[src/hdl/lan_status_pkg.sv]
// Purpose: shared constants for the lan status readout and receive trailer block
// Assumes: one clock, host command/status port, one dma write port
// Notes: codes below are those the host decodes from status byte 0
// Contract
// - command 0fh with pointer 0 restarts status reads
// - each status read advances the pointer by one
// - after acknowledge, load next pending event, reassert interrupt
// - byte 0: bit 7 unacknowledged, low nibble event
// - codes 8,4,12,1,2,5,6 for the seven events
// - raise receive event after frame fully stored
// - keep receiving while dma grants requests
// - frames stored at consecutive addresses, back to back
// - status trailer then byte count after data
// - byte count is last item per frame
// - 16-bit mode: odd frame skips one byte
// - count covers addresses, info, two status bytes
// - 16-bit mode widens each trailer byte to word
// - command bit 7 acknowledges the interrupt
// - status bytes frozen until interrupt acknowledged
// - one receive event covers all frames until acknowledge; code merges only frames completed before the event loads into status
package lan_status_pkg;
  localparam logic [3:0] CMD_STATUS_PTR  = 4'hf;
  localparam int         CMD_ACK_BIT     = 7;
  localparam int         PTR_FIELD_LSB   = 4;
  localparam int         PTR_FIELD_W     = 3;
  localparam int         STATUS_BYTES    = 6;
  localparam int         INT_FLAG_BIT    = 7;
  localparam logic [3:0] EVT_RECEIVE     = 4'h8;
  localparam logic [3:0] EVT_TX_DONE     = 4'h4;
  localparam logic [3:0] EVT_RETRANSMIT  = 4'hc;
  localparam logic [3:0] EVT_ADDR_SET    = 4'h1;
  localparam logic [3:0] EVT_CONFIG_DONE = 4'h2;
  localparam logic [3:0] EVT_CABLE_TEST  = 4'h5;
  localparam logic [3:0] EVT_DUMP_DONE   = 4'h6;
  localparam logic [15:0] BC_STATUS_BYTES = 16'h0002;
  localparam logic [31:0] RX_BASE_RESET  = 32'h0000_0000;
  localparam int         TRAILER_ENTRIES = 4;
endpackage

[src/hdl/dma_word_writer.sv]
// Purpose: one-entry holding register for dma writes with request/grant
// Assumes: grant pulses one cycle while request is high
// Notes: busy stays high from load until grant
`timescale 1ns/10ps
module dma_word_writer #(
  parameter int ADDR_W = 16
) (
  input  wire logic              i_core_clk,
  input  wire logic              i_resetn,
  input  wire logic              i_ce,
  input  wire logic              i_load,
  input  wire logic [ADDR_W-1:0] i_addr,
  input  wire logic [15:0]       i_data,
  input  wire logic [1:0]        i_be,
  input  wire logic              i_grant,
  output logic                   o_req,
  output logic [ADDR_W-1:0]      o_addr,
  output logic [15:0]            o_data,
  output logic [1:0]             o_be
);
  initial begin
    if (ADDR_W < 2 || ADDR_W > 32) $error("ADDR_W out of range");
  end

  always_ff @(posedge i_core_clk or negedge i_resetn) begin
    if (!i_resetn) begin
      o_req <= 1'b0;
    end else if (i_ce) begin
      if (i_load) begin
        o_req <= 1'b1;
      end else if (i_grant) begin
        o_req <= 1'b0;
      end
    end
  end

  always_ff @(posedge i_core_clk or negedge i_resetn) begin
    if (!i_resetn) begin
      o_addr <= '0;
      o_data <= 16'h0000;
      o_be   <= 2'h0;
    end else if (i_ce && i_load) begin
      o_addr <= i_addr;
      o_data <= i_data;
      o_be   <= i_be;
    end
  end
endmodule // dma_word_writer

[src/hdl/lan_status_rx.sv]
// Purpose: host status readout with event queue, and receive frame store to memory
// Assumes: host port and frame stream synchronous to i_core_clk
// Notes: trailer order per frame is status 0, status 1, count low, count high
`timescale 1ns/10ps
module lan_status_rx
  import lan_status_pkg::*;
#(
  parameter int ADDR_W = 16
) (
  input  wire logic              i_core_clk,
  input  wire logic              i_resetn,
  input  wire logic              i_ce,
  input  wire logic              i_bus16,
  input  wire logic [7:0]        i_wdata,
  input  wire logic              i_wr,
  input  wire logic              i_rd,
  output logic [7:0]             o_rdata,
  output logic                   o_int,
  input  wire logic              i_evt_valid,
  input  wire logic [3:0]        i_evt_code,
  input  wire logic [39:0]       i_evt_info,
  output logic                   o_evt_ready,
  input  wire logic              i_rx_valid,
  input  wire logic [7:0]        i_rx_data,
  input  wire logic              i_rx_last,
  input  wire logic [15:0]       i_rx_status,
  output logic                   o_rx_ready,
  output logic                   o_dma_req,
  output logic [ADDR_W-1:0]      o_dma_addr,
  output logic [15:0]            o_dma_data,
  output logic [1:0]             o_dma_be,
  input  wire logic              i_dma_grant,
  output logic                   o_frame_done,
  output logic [15:0]            o_bc_addr
);
  initial begin
    if (ADDR_W < 16 || ADDR_W > 32) $error("ADDR_W must be 16..32");
    if (STATUS_BYTES > (1 << PTR_FIELD_W)) $error("status pointer field too narrow");
    if (PTR_FIELD_LSB + PTR_FIELD_W > CMD_ACK_BIT) $error("pointer field overlaps ack bit");
    if (TRAILER_ENTRIES != 4) $error("trailer sequencer serves four entries");
    if (INT_FLAG_BIT > 7) $error("interrupt flag outside status byte");
  end

  typedef enum logic [1:0] {ST_DATA, ST_TRAIL, ST_FINISH} rx_state_t;

  rx_state_t         state;
  logic [7:0]        status_byte [STATUS_BYTES];
  logic [2:0]        rd_ptr;
  logic              ptr_valid;
  logic              cmd_pend;
  logic [3:0]        cmd_code;
  logic [39:0]       cmd_info;
  logic              rx_pend;
  logic [7:0]        rx_merged;
  logic [ADDR_W-1:0] wr_addr;
  logic              half_full;
  logic [7:0]        half_byte;
  logic [15:0]       byte_cnt;
  logic [15:0]       frm_status;
  logic [1:0]        trail_idx;
  logic              wr_load;
  logic [15:0]       wr_data;
  logic [1:0]        wr_be;
  logic [ADDR_W-1:0] step;
  logic              take_byte;
  logic              wr_free;
  logic              cmd_wr;
  logic              ack;
  logic              load_evt;
  logic [7:0]        trail_byte;

  assign cmd_wr      = i_ce && i_wr;
  assign ack         = cmd_wr && i_wdata[CMD_ACK_BIT];
  assign load_evt    = i_ce && !status_byte[0][INT_FLAG_BIT] && (rx_pend || cmd_pend);
  assign o_int       = status_byte[0][INT_FLAG_BIT];
  assign o_evt_ready = !cmd_pend;
  assign wr_free     = !o_dma_req;
  assign step        = i_bus16 ? ADDR_W'(2) : ADDR_W'(1);
  // frames keep flowing as long as the dma drains the write slot
  assign o_rx_ready  = i_ce && (state == ST_DATA) && wr_free;
  assign take_byte   = o_rx_ready && i_rx_valid;

  // status pointer and read data
  always_ff @(posedge i_core_clk or negedge i_resetn) begin
    if (!i_resetn) begin
      rd_ptr    <= 3'h0;
      ptr_valid <= 1'b0;
      o_rdata   <= 8'h00;
    end else if (i_ce) begin
      if (cmd_wr) begin
        if (i_wdata[3:0] == CMD_STATUS_PTR) begin
          rd_ptr    <= i_wdata[PTR_FIELD_LSB +: PTR_FIELD_W];
          ptr_valid <= 1'b1;
        end else begin
          ptr_valid <= 1'b0;
        end
      end else if (i_rd) begin
        if (ptr_valid && int'(rd_ptr) < STATUS_BYTES) begin
          o_rdata <= status_byte[rd_ptr];
        end else begin
          o_rdata <= 8'h00;
        end
        rd_ptr <= (int'(rd_ptr) >= STATUS_BYTES - 1) ? 3'h0 : rd_ptr + 3'h1;
      end
    end
  end

  // one-deep queue for command completion events
  always_ff @(posedge i_core_clk or negedge i_resetn) begin
    if (!i_resetn) begin
      cmd_pend <= 1'b0;
      cmd_code <= 4'h0;
      cmd_info <= 40'h00_0000_0000;
    end else if (i_ce) begin
      if (i_evt_valid && !cmd_pend) begin
        cmd_pend <= 1'b1;
        cmd_code <= i_evt_code;
        cmd_info <= i_evt_info;
      end else if (load_evt && !rx_pend) begin
        cmd_pend <= 1'b0;
      end
    end
  end

  // receive event: frames completed while pending merge into one
  always_ff @(posedge i_core_clk or negedge i_resetn) begin
    if (!i_resetn) begin
      rx_pend   <= 1'b0;
      rx_merged <= 8'h00;
    end else if (i_ce) begin
      if (o_frame_done) begin
        rx_pend <= 1'b1;
        if (load_evt && rx_pend) begin
          rx_merged <= 8'h01;
        end else if (rx_merged != 8'hff) begin
          rx_merged <= rx_merged + 8'h01;
        end
      end else if (load_evt && rx_pend) begin
        rx_pend   <= 1'b0;
        rx_merged <= 8'h00;
      end
    end
  end

  // status bytes: frozen while the interrupt flag stands
  always_ff @(posedge i_core_clk or negedge i_resetn) begin
    if (!i_resetn) begin
      for (int k = 0; k < STATUS_BYTES; k++) begin
        status_byte[k] <= 8'h00;
      end
    end else if (i_ce) begin
      if (load_evt) begin
        if (rx_pend) begin
          status_byte[0] <= {1'b1, 3'h0, EVT_RECEIVE};
          status_byte[1] <= rx_merged;
          status_byte[2] <= frm_status[7:0];
          status_byte[3] <= frm_status[15:8];
          status_byte[4] <= o_bc_addr[7:0];
          status_byte[5] <= o_bc_addr[15:8];
        end else begin
          status_byte[0] <= {1'b1, 3'h0, cmd_code};
          for (int k = 1; k < STATUS_BYTES; k++) begin
            status_byte[k] <= cmd_info[(k-1)*8 +: 8];
          end
        end
      end else if (ack) begin
        status_byte[0][INT_FLAG_BIT] <= 1'b0;
      end
    end
  end

  // trailer entry selection
  always_comb begin
    case (trail_idx)
      2'd0:    trail_byte = frm_status[7:0];
      2'd1:    trail_byte = frm_status[15:8];
      2'd2:    trail_byte = byte_cnt[7:0];
      default: trail_byte = byte_cnt[15:8];
    endcase
  end

  // write slot load and packing
  always_comb begin
    wr_load = 1'b0;
    wr_data = 16'h0000;
    wr_be   = 2'h0;
    if (take_byte) begin
      if (!i_bus16) begin
        wr_load = 1'b1;
        wr_data = {8'h00, i_rx_data};
        wr_be   = 2'h1;
      end else if (half_full) begin
        wr_load = 1'b1;
        wr_data = {i_rx_data, half_byte};
        wr_be   = 2'h3;
      end else if (i_rx_last) begin
        wr_load = 1'b1;
        wr_data = {8'h00, i_rx_data};
        wr_be   = 2'h1;
      end
    end else if (i_ce && state == ST_TRAIL && wr_free) begin
      wr_load = 1'b1;
      wr_data = {8'h00, trail_byte};
      wr_be   = i_bus16 ? 2'h3 : 2'h1;
    end
  end

  // receive stream sequencing
  always_ff @(posedge i_core_clk or negedge i_resetn) begin
    if (!i_resetn) begin
      state        <= ST_DATA;
      wr_addr      <= RX_BASE_RESET[ADDR_W-1:0];
      half_full    <= 1'b0;
      half_byte    <= 8'h00;
      byte_cnt     <= 16'h0000;
      frm_status   <= 16'h0000;
      trail_idx    <= 2'h0;
      o_frame_done <= 1'b0;
      o_bc_addr    <= 16'h0000;
    end else if (i_ce) begin
      o_frame_done <= 1'b0;
      if (wr_load) begin
        wr_addr <= wr_addr + step;
      end
      case (state)
        ST_DATA: begin
          if (take_byte) begin
            byte_cnt <= byte_cnt + 16'h0001;
            if (i_bus16 && !half_full && !i_rx_last) begin
              half_full <= 1'b1;
              half_byte <= i_rx_data;
            end else begin
              half_full <= 1'b0;
            end
            if (i_rx_last) begin
              byte_cnt   <= byte_cnt + 16'h0001 + BC_STATUS_BYTES;
              frm_status <= i_rx_status;
              trail_idx  <= 2'h0;
              state      <= ST_TRAIL;
            end
          end
        end
        ST_TRAIL: begin
          if (wr_load) begin
            trail_idx <= trail_idx + 2'h1;
            if (int'(trail_idx) == TRAILER_ENTRIES - 1) begin
              o_bc_addr <= wr_addr[15:0];
              state     <= ST_FINISH;
            end
          end
        end
        ST_FINISH: begin
          if (wr_free) begin
            o_frame_done <= 1'b1;
            byte_cnt     <= 16'h0000;
            state        <= ST_DATA;
          end
        end
        default: state <= ST_DATA;
      endcase
    end
  end

  dma_word_writer #(
    .ADDR_W (ADDR_W)
  ) u_writer (
    .i_core_clk (i_core_clk),
    .i_resetn   (i_resetn),
    .i_ce       (i_ce),
    .i_load     (wr_load),
    .i_addr     (wr_addr),
    .i_data     (wr_data),
    .i_be       (wr_be),
    .i_grant    (i_dma_grant),
    .o_req      (o_dma_req),
    .o_addr     (o_dma_addr),
    .o_data     (o_dma_data),
    .o_be       (o_dma_be)
  );
endmodule // lan_status_rx

[config.mk]
export PLATFORM = sky130hd
export DESIGN_NAME = lan_status_rx
export DESIGN_NICKNAME = d
export VERILOG_FILES = /design/src/hdl/lan_status_pkg.sv /design/src/hdl/dma_word_writer.sv /design/src/hdl/lan_status_rx.sv
export SDC_FILE = /design/constraint.sdc
export NUM_CORES = 1
export LEC_CHECK = 0
export CELL_PAD_IN_SITES_DETAIL_PLACEMENT = 1
export CELL_PAD_IN_SITES_GLOBAL_PLACEMENT = 2
export CORE_MARGIN = 1.5
export CORE_UTILIZATION = 43
export DETAILED_ROUTE_END_ITERATION = 10
export DONT_BUFFER_PORTS = 1
export PLACE_DENSITY = 0.89
export SYNTH_ARGS = -nofsm -noshare
export SYNTH_HDL_FRONTEND = slang
export SYNTH_HIERARCHICAL = 1
export SYNTH_SLANG_ARGS = --single-unit
[constraint.sdc]
create_clock -name i_core_clk -period 3.1 [get_ports i_core_clk]
set_clock_uncertainty 0.1 [all_clocks]
set_input_delay 0.465 -clock i_core_clk [delete_from_list [all_inputs] [get_ports i_core_clk]]
set_output_delay 0.465 -clock i_core_clk [all_outputs]
set_load 0.005 [all_outputs]
==> results of run 1 <==
-- synth_stat cells, drive strengths merged, types with 4 or more instances --
| cell type | number | area [um2] |
|---|---|---|
| a21o | 6 | 45.0 |
| a21oi | 35 | 179 |
| a221o | 39 | 390 |
| a222oi | 8 | 80.1 |
| a22o | 9 | 78.8 |
| a22oi | 9 | 67.6 |
| a31oi | 5 | 37.5 |
| and2 | 15 | 95.1 |
| and3 | 12 | 78.8 |
| and4 | 6 | 53.8 |
| buf | 25 | 201 |
| clkbuf | 41 | 155 |
| dfrtp | 224 | 5610 |
| ha | 11 | 138 |
| inv | 27 | 101 |
| mux2 | 118 | 1440 |
| mux2i | 12 | 120 |
| mux4 | 5 | 113 |
| nand2 | 71 | 284 |
| nand2b | 8 | 50.1 |
| nand3 | 22 | 128 |
| nand4 | 15 | 93.8 |
| nor2 | 27 | 101 |
| nor3 | 10 | 61.3 |
| nor3b | 45 | 338 |
| nor4 | 7 | 50.1 |
| nor4b | 4 | 71.3 |
| o21ai | 42 | 210 |
| o22ai | 13 | 81.3 |
| o311ai | 4 | 42.6 |
| o31ai | 4 | 30.0 |
| xnor2 | 15 | 131 |
| xor2 | 6 | 52.6 |
-- final cells by class --
cell class,count,area [um2],area share
Antenna cell,1,2.50,0.000194
Tap cell,330,413,0.0319
Clock buffer,33,717,0.0554
Sequential cell,224,5610,0.433
Timing Repair Buffer,85,826,0.0639
Clock inverter,15,268,0.0207
Multi-Input combinational cell,621,5000,0.387
Inverter,27,101,0.00784
-- flip-flops by register name (all words and copies together), names as in the netlist, 16 cells and up --
| signal | flops |
|---|---|
| status_byte | 44 |
| cmd_info | 40 |
| byte_cnt | 16 |
| frm_status | 16 |
| o_bc_addr | 16 |
| u_writer/o_addr | 16 |
| u_writer/o_data | 16 |
| wr_addr | 16 |
-- per-stage QoR --
step	cell area [um2]	power [uW]	setup slack, ns	std cells
after global placement	11200	8080	0.501	1217
final	12900	11800	0.447	1336
after detailed placement	11200	8240	0.455	1217
after floorplan	11000	7260	0.609	938
after CTS	12900	11900	0.457	1335
after global routing	12900	12500	0.271	1336
-- worst min path at each step --
stage / start / depth (start not counted) / endpoint / slack (ns)
detailed placement: i_resetn / 0 / byte_cnt[2]$_DFFE_PN0P_ / 0.08
global route: i_resetn / 0 / byte_cnt[2]$_DFFE_PN0P_ / -0.48
global placement: i_resetn / 0 / byte_cnt[4]$_DFFE_PN0P_ / 0.08
floorplan: i_resetn / 0 / byte_cnt[0]$_DFFE_PN0P_ / 0.07
finish: i_resetn / 0 / byte_cnt[2]$_DFFE_PN0P_ / -0.46
CTS: i_resetn / 0 / frm_status[2]$_DFFE_PN0P_ / -0.48
-- per-layer routing --
| metal | global-route usage | wire length (um) | vias to the layer above |
|---|---|---|---|
| li1 | - | - | 3566 |
| met1 | 0.321 | 13400 | 4096 |
| met2 | 0.377 | 14500 | 189 |
| met3 | 0.0442 | 1700 | 45 |
| met4 | 0.0626 | 758 | 0 |
| met5 | 0 | 0 | - |
-- cells in the final DEF, fill, tap and decap left out, types with 11 or more instances in the layout --
master         netlist  final
buf_4                4     14
dlygate4sd3_1        0     70
clkbuf_16            0     26
a21oi_1             34     34
o21ai_0             40     40
dfrtp_1            224    224
nor2_1              27     27
o22ai_1             13     13
ha_1                11     11
nand3_1             20     19
mux2i_1             12     12
and2_1              13     13
inv_1               27     27
nand2_1             68     68
nor3b_1             45     45
xnor2_1             15     15
mux2_4              30     30
a221o_1             39     39
nand4_1             15     15
mux2_2              88     88
-- kinds of logic after synthesis --
| logic type | Yosys count | synth area share |
|---|---|---|
| AOI/OAI and AO/OA | 195 | 0.129 |
| muxes | 135 | 0.152 |
| and+or+nand+nor | 258 | 0.140 |
| buffers and inverters | 93 | 0.0415 |
| adders and majority gates | 12 | 0.0143 |
| xor gates and xnor gates | 21 | 0.0167 |
| DFF | 224 | 0.507 |
-- what timing repair did --
item,CTS,global route
resized for setup,0,0
setup buffers,0,0
hold endpoints to repair,295,224
-- power by group --
part	leakage [uW]	switching (uW)	internal [uW]	total (uW)
registers	0.00287	1020	3930	4950
logic	0.00241	1650	1720	3370
clock network	0.000482	1250	2220	3470
==> results.py, run 1 <==
metrics = {
    "yosys": {
        "async_flop_share": 1.00,
        "synth_flop_cell": "dfrtp_1",
        "synthCells": 938,
        "synth-edff-count": 0,
        "syn_nets": 1036,
        "yosysSeqAreaShare": 0.507,
        "syn_area_per_cell_um2": 11.8,
        "synth-seq-cells": 224,
        "yosysWarnings": 6,
        "netlist_area_um2": 11000,
        "ys_types": 80,
    },
    "detailed_routing": {
        "drtIter0Drc": 582,
        "firstDrtPassIters": 5,
        "routed_via_density": 5.91,
        "drc_errors": 0,
        "detail-route-antenna-nets": 0,
        "vias": 7896,
        "drt-total-wl_um": 30300,
        "avgRoutedWirePerCell_um": 22.7,
    },
    "timing": {
        "drv_slew": 0,
        "fin_crit_ns": 2.65,
        "rsz0062_at_grt": "no",
        "hold_viol": 224,
        "setup_violations": 0,
        "worstMarginPinSlew_ns": 0.916,
        "slew-limit-headroom": 0.387,
        "fmax_ghz": 0.377,
        "fin_hold_ws_ns": -0.461,
        "fin_crit_sh": 0.856,
        "fin_setup_tns_ns": 0,
    },
    "flow_run": {
        "cap_violations": 0,
    },
    "floorplanning": {
        "rows": 58,
        "start_util": 0.439,
        "fp.dieW_um": 163,
        "io_pins": 149,
        "die_h_um": 163,
        "fp.dieArea_um2": 26700,
        "core_um2": 25200,
    },
    "final_layout": {
        "area_growth_pct": 17.1,
        "drive_above_1_share": 0.207,
        "nFillCells": 2600,
        "layout.nets": 1083,
        "fin_util": 0.514,
    },
    "critical_path": {
        "slowest_stage": "nand2_4",
        "crit_buf_inv": 1,
        "start_kind": "flop",
        "timing.rr.start": "half_full$_DFFE_PN0P_",
        "end_kind": "flop",
        "crit_path_start": "half_full$_DFFE_PN0P_",
        "regToRegSetupSlack_ns": 0.45,
        "cp_top_family": "simple AND/OR/NAND/NOR gates",
        "worst-path-stages": 5,
        "critPathRequiredTime_ns": 3.41,
        "worstReg2RegEnd": "u_writer/o_addr[14]$_DFFE_PN0P_",
        "r2r_cells": 5,
        "path_class": "flop to flop",
        "worstSetupEndpoint": "u_writer/o_addr[14]$_DFFE_PN0P_",
        "critPathMaxStageDelay_ns": 0.50,
        "worst-path-max-fanout": 34,
        "worstPathArrival_ns": 2.96,
        "cp_cell_sequence": "or3b_2 > a31oi_2 > inv_1 > nand2_4 > mux2_2",
    },
    "clock_network": {
        "cts_sinks": 224,
        "clockBufferDepth": 3,
        "clkLatencyLatePin_ns": 0.53,
        "cts_made_buffers": 26,
        "clk_pin_slew_worst_paths_ns": 0.06,
        "cts_tree": "done",
        "root_buffer": "clkbuf_16",
        "htreeDepth": 1,
        "cts_hold_buffers": 70,
    },
    "status": {
        "status": "finished, violations left",
        "violations": "negative hold slack",
    },
    "grt": {
        "antenna_found_initial": 1,
        "grt_pass1_vias": 8346,
        "grt_pass1_wl_um": 48700,
        "gr-usage-all-layers": 0.233,
        "grt_max_degree": 225,
        "grt_overflow": 0,
    },
    "placement": {
        "routabilityCongestion": 0.846,
        "portBuffers": 0,
        "hpwl_um": 20600,
    },
    "power_and_ir_drop": {
        "power_density_nw_per_um2": 912,
        "cellLeakagePower_uw": 0.00576,
        "irDropWorstVdd_v": 0.000639,
    },
    "hold_path": {
        "worstHoldPathType": "input port to async pin",
    },
}
No activity file was read; power rests on OpenSTA's default activity.
==> inputs of run 2 (changes only) <==
--- a/config.mk
+++ b/config.mk
@@ -11,2 +11,3 @@
 export CORE_UTILIZATION = 43
+export CTS_CLUSTER_DIAMETER = 120
 export DETAILED_ROUTE_END_ITERATION = 10
==> constraint.sdc (replaced) <==
create_clock -name i_core_clk -period 3.1 [get_ports i_core_clk]
set_clock_uncertainty 0.1 [all_clocks]
set_input_delay 0.93 -clock i_core_clk [delete_from_list [all_inputs] [get_ports i_core_clk]]
set_output_delay 0.93 -clock i_core_clk [all_outputs]
set_load 0.005 [all_outputs]
==> results.py, run 2 (same netlist as run 1, synthesis figures left out) <==
metrics = {
    "status": {
        "status": "finished clean",
    },
    "floorplanning": {
        "fp.dieW_um": 163,
        "core_um2": 25200,
        "rows": 58,
        "fp.dieArea_um2": 26700,
        "start_util": 0.439,
        "die_h_um": 163,
        "io_pins": 149,
    },
    "detailed_routing": {
        "drtIter0Drc": 613,
        "maxUsedRoutingLayer": "met4",
        "drt-total-wl_um": 30100,
        "wl_met2_um": 14400,
        "vias": 7637,
        "routed-wl-met3_um": 1650,
        "drc_errors": 0,
        "routed_via_density": 6.01,
        "detail-route-antenna-nets": 0,
        "firstDrtPassIters": 5,
        "avgRoutedWirePerCell_um": 23.6,
        "wl_met1_um": 13200,
    },
    "final_layout": {
        "area_growth_pct": 9.88,
        "final_cell_mix": "224 x dfrtp_1, 88 x mux2_2, 68 x nand2_1",
        "top_regs": "status_byte: 44 flops, cmd_info: 40 flops",
        "largest_register_ffs": 44,
        "final_common_cell": "dfrtp_1",
        "drive_above_1_share": 0.224,
        "layout.nets": 1024,
        "regMostFlops": "status_byte",
    },
    "power_and_ir_drop": {
        "pwr-share-seq": 0.447,
        "power.internal_uw": 7230,
        "p_switching_uw": 3860,
        "power_density_nw_per_um2": 913,
        "clkPwrFrac": 0.252,
        "combPwrFrac": 0.301,
        "cellLeakagePower_uw": 0.00543,
        "irDropWorstVdd_v": 0.000393,
        "p_total_uw": 11100,
        "power_switching_share": 0.348,
    },
    "clock_network": {
        "htreeDepth": 1,
        "root_buffer": "clkbuf_16",
        "clkLatencyLatePin_ns": 0.53,
        "cts_tree": "done",
        "postCtsSetupBuffers": 0,
        "clk_pin_slew_worst_paths_ns": 0.06,
        "cts_resized": 0,
        "cts_made_buffers": 25,
        "cts_sinks": 224,
        "clockBufferDepth": 3,
        "cts_hold_buffers": 1,
    },
    "grt": {
        "grt_pass1_vias": 8032,
        "grt_max_degree": 188,
        "antenna_found_initial": 2,
        "grt_overflow": 0,
        "grt_pass1_wl_um": 46500,
        "gr-usage-all-layers": 0.224,
    },
    "timing": {
        "fin_setup_tns_ns": 0,
        "drv_slew": 0,
        "rsz0062_at_grt": "no",
        "hold_viol": 0,
        "fin_crit_sh": 0.876,
        "slew-limit-headroom": 0.591,
        "fmax_ghz": 0.368,
        "setup_violations": 0,
        "worstMarginPinSlew_ns": 0.613,
        "fin_crit_ns": 2.72,
    },
    "critical_path": {
        "cp_top_family": "simple AND/OR/NAND/NOR gates",
        "worst-path-stages": 9,
        "critPathMaxStageDelay_ns": 0.46,
        "r2r_cells": 9,
        "worstPathArrival_ns": 3.02,
        "path_class": "flop to flop",
        "crit_path_start": "byte_cnt[0]$_DFFE_PN0P_",
        "end_kind": "flop",
        "critPathRequiredTime_ns": 3.40,
        "worst-path-max-fanout": 5,
        "crit_buf_inv": 0,
        "slowest_stage": "nor4_2",
        "cp_cell_sequence": "ha_1 > xor2_1 > ha_1 > nand2_1 > a211oi_1 > a21oi_1 > nor4_2 > and4b_1 > a211o_1",
        "timing.rr.start": "byte_cnt[0]$_DFFE_PN0P_",
        "crit_top_cell": "ha_1",
        "start_kind": "flop",
    },
    "hold_path": {
        "worstHoldPathType": "input port to async pin",
    },
    "placement": {
        "portBuffers": 0,
        "hpwl_um": 20900,
        "routabilityCongestion": 0.812,
    },
    "flow_run": {
        "cap_violations": 0,
    },
}
## run 2: per-stage QoR
step	util	setup slack, ns	std cells	cell area, um2	hold WS, ns
after CTS	0.480	0.405	1267	12100	-0.00855
final	0.482	0.383	1271	12100	0.0262
after floorplan	-	0.441	938	11000	0.334
after global routing	0.482	0.217	1271	12100	0.000229
after detailed placement	0.449	0.279	1226	11300	0.377
after global placement	0.449	0.313	1226	11300	0.362
## run 2: cell type report
type | count | area, um2
clock inverters | 4 | 26.3
flip-flops and latches | 224 | 5610
well taps | 330 | 413
inverters | 27 | 101
multi-input cells | 621 | 5000
repair buffers | 27 | 260
diodes | 2 | 5.00
clock buffers | 36 | 727
fillers | 2604 | 13000
## run 2: worst reg2reg max path, delay by kind of cell, from the launching register on
| family | cells | cell delay [ns] |
|---|---|---|
| and+or+nand+nor | 3 | 0.88 |
| DFF | 1 | 0.38 |
| xor gates and xnor gates | 1 | 0.21 |
| adders and majority gates | 2 | 0.48 |
| AOI/OAI and AO/OA | 3 | 0.55 |
## run 2: worst paths after layout
check                                              end  slack, ns
max reg2reg                   byte_cnt[13]$_DFFE_PN0P_       0.38
max                           byte_cnt[13]$_DFFE_PN0P_       0.38
min reg2reg                status_byte[41]$_DFFE_PN0P_       0.38
min                           byte_cnt[12]$_DFFE_PN0P_       0.03
min in group i_core_clk    status_byte[41]$_DFFE_PN0P_       0.38
max in group asynchronous      byte_cnt[4]$_DFFE_PN0P_       2.48
## run 2: metal layers
metal,vias to the layer above,track usage
li1,3443,-
met1,3981,0.293
met2,170,0.373
met3,43,0.0477
met4,0,0.0671
met5,-,0
## run 2: power by group through the flow
stage	clock network, uW	registers, uW	logic (uW)
2_1_floorplan	0	4450	2820
3_3_place_gp	0	4940	3170
3_5_place_dp	0	4980	3290
4_1_cts	2860	4950	3320
5_1_grt	2960	5100	3650
6_report	2790	4960	3330
==> inputs of run 3 (changes only) <==
GPL_ROUTABILITY_DRIVEN = 0   (was not set)
REMOVE_ABC_BUFFERS = 1   (was not set)
==> results.py, run 3 (same netlist as run 1, synthesis figures left out) <==
metrics = {
    "grt": {
        "grt_overflow": 0,
        "grt_pass1_vias": 8125,
        "antenna_found_initial": 7,
        "grt_pass1_wl_um": 47100,
        "grt_max_degree": 225,
        "gr-usage-all-layers": 0.227,
    },
    "floorplanning": {
        "fp.dieArea_um2": 26700,
        "fp.dieW_um": 163,
        "rows": 58,
        "io_pins": 149,
        "start_util": 0.439,
        "die_h_um": 163,
        "core_um2": 25200,
    },
    "clock_network": {
        "root_buffer": "clkbuf_16",
        "clk_pin_slew_worst_paths_ns": 0.06,
        "cts_resized": 0,
        "cts_sinks": 224,
        "cts_made_buffers": 26,
        "postCtsSetupBuffers": 0,
        "clockBufferDepth": 3,
        "clkLatencyLatePin_ns": 0.54,
        "htreeDepth": 1,
        "cts_tree": "done",
    },
    "timing": {
        "drv_slew": 0,
        "fin_hold_ws_ns": -0.00752,
        "setup_violations": 0,
        "hold_viol": 8,
        "rsz0062_at_grt": "no",
        "fin_setup_tns_ns": 0,
        "fmax_ghz": 0.355,
        "worstMarginPinSlew_ns": 0.920,
        "fin_crit_ns": 2.82,
        "fin_crit_sh": 0.909,
        "slew-limit-headroom": 0.384,
    },
    "critical_path": {
        "worst-path-max-fanout": 9,
        "timing.rr.start": "byte_cnt[0]$_DFFE_PN0P_",
        "worstPathArrival_ns": 3.15,
        "critPathRequiredTime_ns": 3.43,
        "regToRegSetupSlack_ns": 0.28,
        "end_kind": "flop",
        "r2r_cells": 8,
        "start_kind": "flop",
        "path_class": "flop to flop",
        "worstReg2RegEnd": "byte_cnt[13]$_DFFE_PN0P_",
    },
    "power_and_ir_drop": {
        "cellLeakagePower_uw": 0.00551,
        "irDropWorstVdd_v": 0.000431,
        "p_total_uw": 11800,
        "power_density_nw_per_um2": 954,
    },
    "final_layout": {
        "area_growth_pct": 11.6,
        "fin_util": 0.490,
        "fin_cells": 1280,
        "drive_above_1_share": 0.229,
        "final_cell_mix": "224 x dfrtp_1, 88 x mux2_2, 68 x nand2_1",
        "nFillCells": 2633,
        "regMostFlops": "status_byte",
        "top_regs": "status_byte: 44 flops, cmd_info: 40 flops",
        "final_common_cell": "dfrtp_1",
        "largest_register_ffs": 44,
        "layout.nets": 1023,
    },
    "placement": {
        "post-place-cells": 1227,
        "hpwl_um": 20600,
        "portBuffers": 0,
    },
    "flow_run": {
        "cap_violations": 0,
    },
    "detailed_routing": {
        "drtIter0Drc": 548,
        "detail-route-antenna-nets": 0,
        "vias": 7657,
        "firstDrtPassIters": 5,
        "drt-total-wl_um": 30200,
        "routed_via_density": 5.98,
        "drc_errors": 0,
        "avgRoutedWirePerCell_um": 23.6,
    },
    "status": {
        "status": "finished, violations left",
        "violations": "negative hold slack",
    },
    "hold_path": {
        "worstHoldPathType": "input port to async pin",
    },
}
[run 3: changes by cell type in the layout (fill, tap and decap cells not counted)]
| cell | change |
|---|---|
| buf_16 | -1 |
| diode_2 | +3 |
| bufinv_16 | +6 |
| clkbuf_16 | +1 |
| buf_4 | -2 |
| clkbuf_8 | -2 |
| clkinv_2 | +1 |
| clkinv_4 | +1 |
| clkinv_8 | +1 |
| buf_12 | +1 |
[run 3: layer usage]
metal  track usage  up-vias  share of wire
li1              -     3460              -
met1         0.293     3955           0.43
met2         0.375      202           0.49
met3        0.0615       38          0.068
met4        0.0571        2          0.019
met5             0        -        0.00043
[run 3: power by group]
part	internal (uW)	switching, uW	total [uW]	leakage [uW]
logic	1710	1650	3350	0.00218
clock network	2150	1290	3440	0.000467
registers	3930	1050	4980	0.00287
[run 3: how the worst max path moves through the flow]
| stage | from | endpoint | cells past startpoint |
|---|---|---|---|
| floorplan | rx_pend$_DFFE_PN0P_ | status_byte[0]$_DFFE_PN0P_ | 3 |
| global placement | i_ce | wr_addr[15]$_DFFE_PN0P_ | 7 |
| detailed placement | i_ce | wr_addr[15]$_DFFE_PN0P_ | 7 |
| CTS | byte_cnt[0]$_DFFE_PN0P_ | byte_cnt[13]$_DFFE_PN0P_ | 8 |
| global route | byte_cnt[0]$_DFFE_PN0P_ | byte_cnt[13]$_DFFE_PN0P_ | 8 |
| finish | byte_cnt[0]$_DFFE_PN0P_ | byte_cnt[13]$_DFFE_PN0P_ | 8 |
[run 3: area by class of cell]
cell class	count	area, um2	share of cell area
well taps	330	413	0.0335
diodes	5	12.5	0.00101
repair buffers	25	238	0.0193
inverters	27	101	0.00822
flip-flops and latches	224	5610	0.455
clock buffers	35	724	0.0588
clock inverters	13	236	0.0192
multi-input cells	621	5000	0.405
[run 3: stage by stage]
stage / hold slack (ns) / setup WS, ns / cell area, um2
after floorplan: 0.334 / -1.35 / 10700
after CTS: -0.0331 / 0.309 / 12300
after global placement: 0.354 / 0.331 / 11400
final: -0.00752 / 0.281 / 12300
after global routing: -0.0293 / 0.137 / 12300
after detailed placement: 0.361 / 0.255 / 11400
[run 3: critical path: stages (launching register included)]
cell and delay, ns:
dfrtp_1 0.36, ha_1 0.23, buf_4 0.19, a21bo_4 0.26
nor3_1 0.36, o311ai_1 0.27, nor4_2 0.48, and4b_1 0.25
a211o_1 0.22
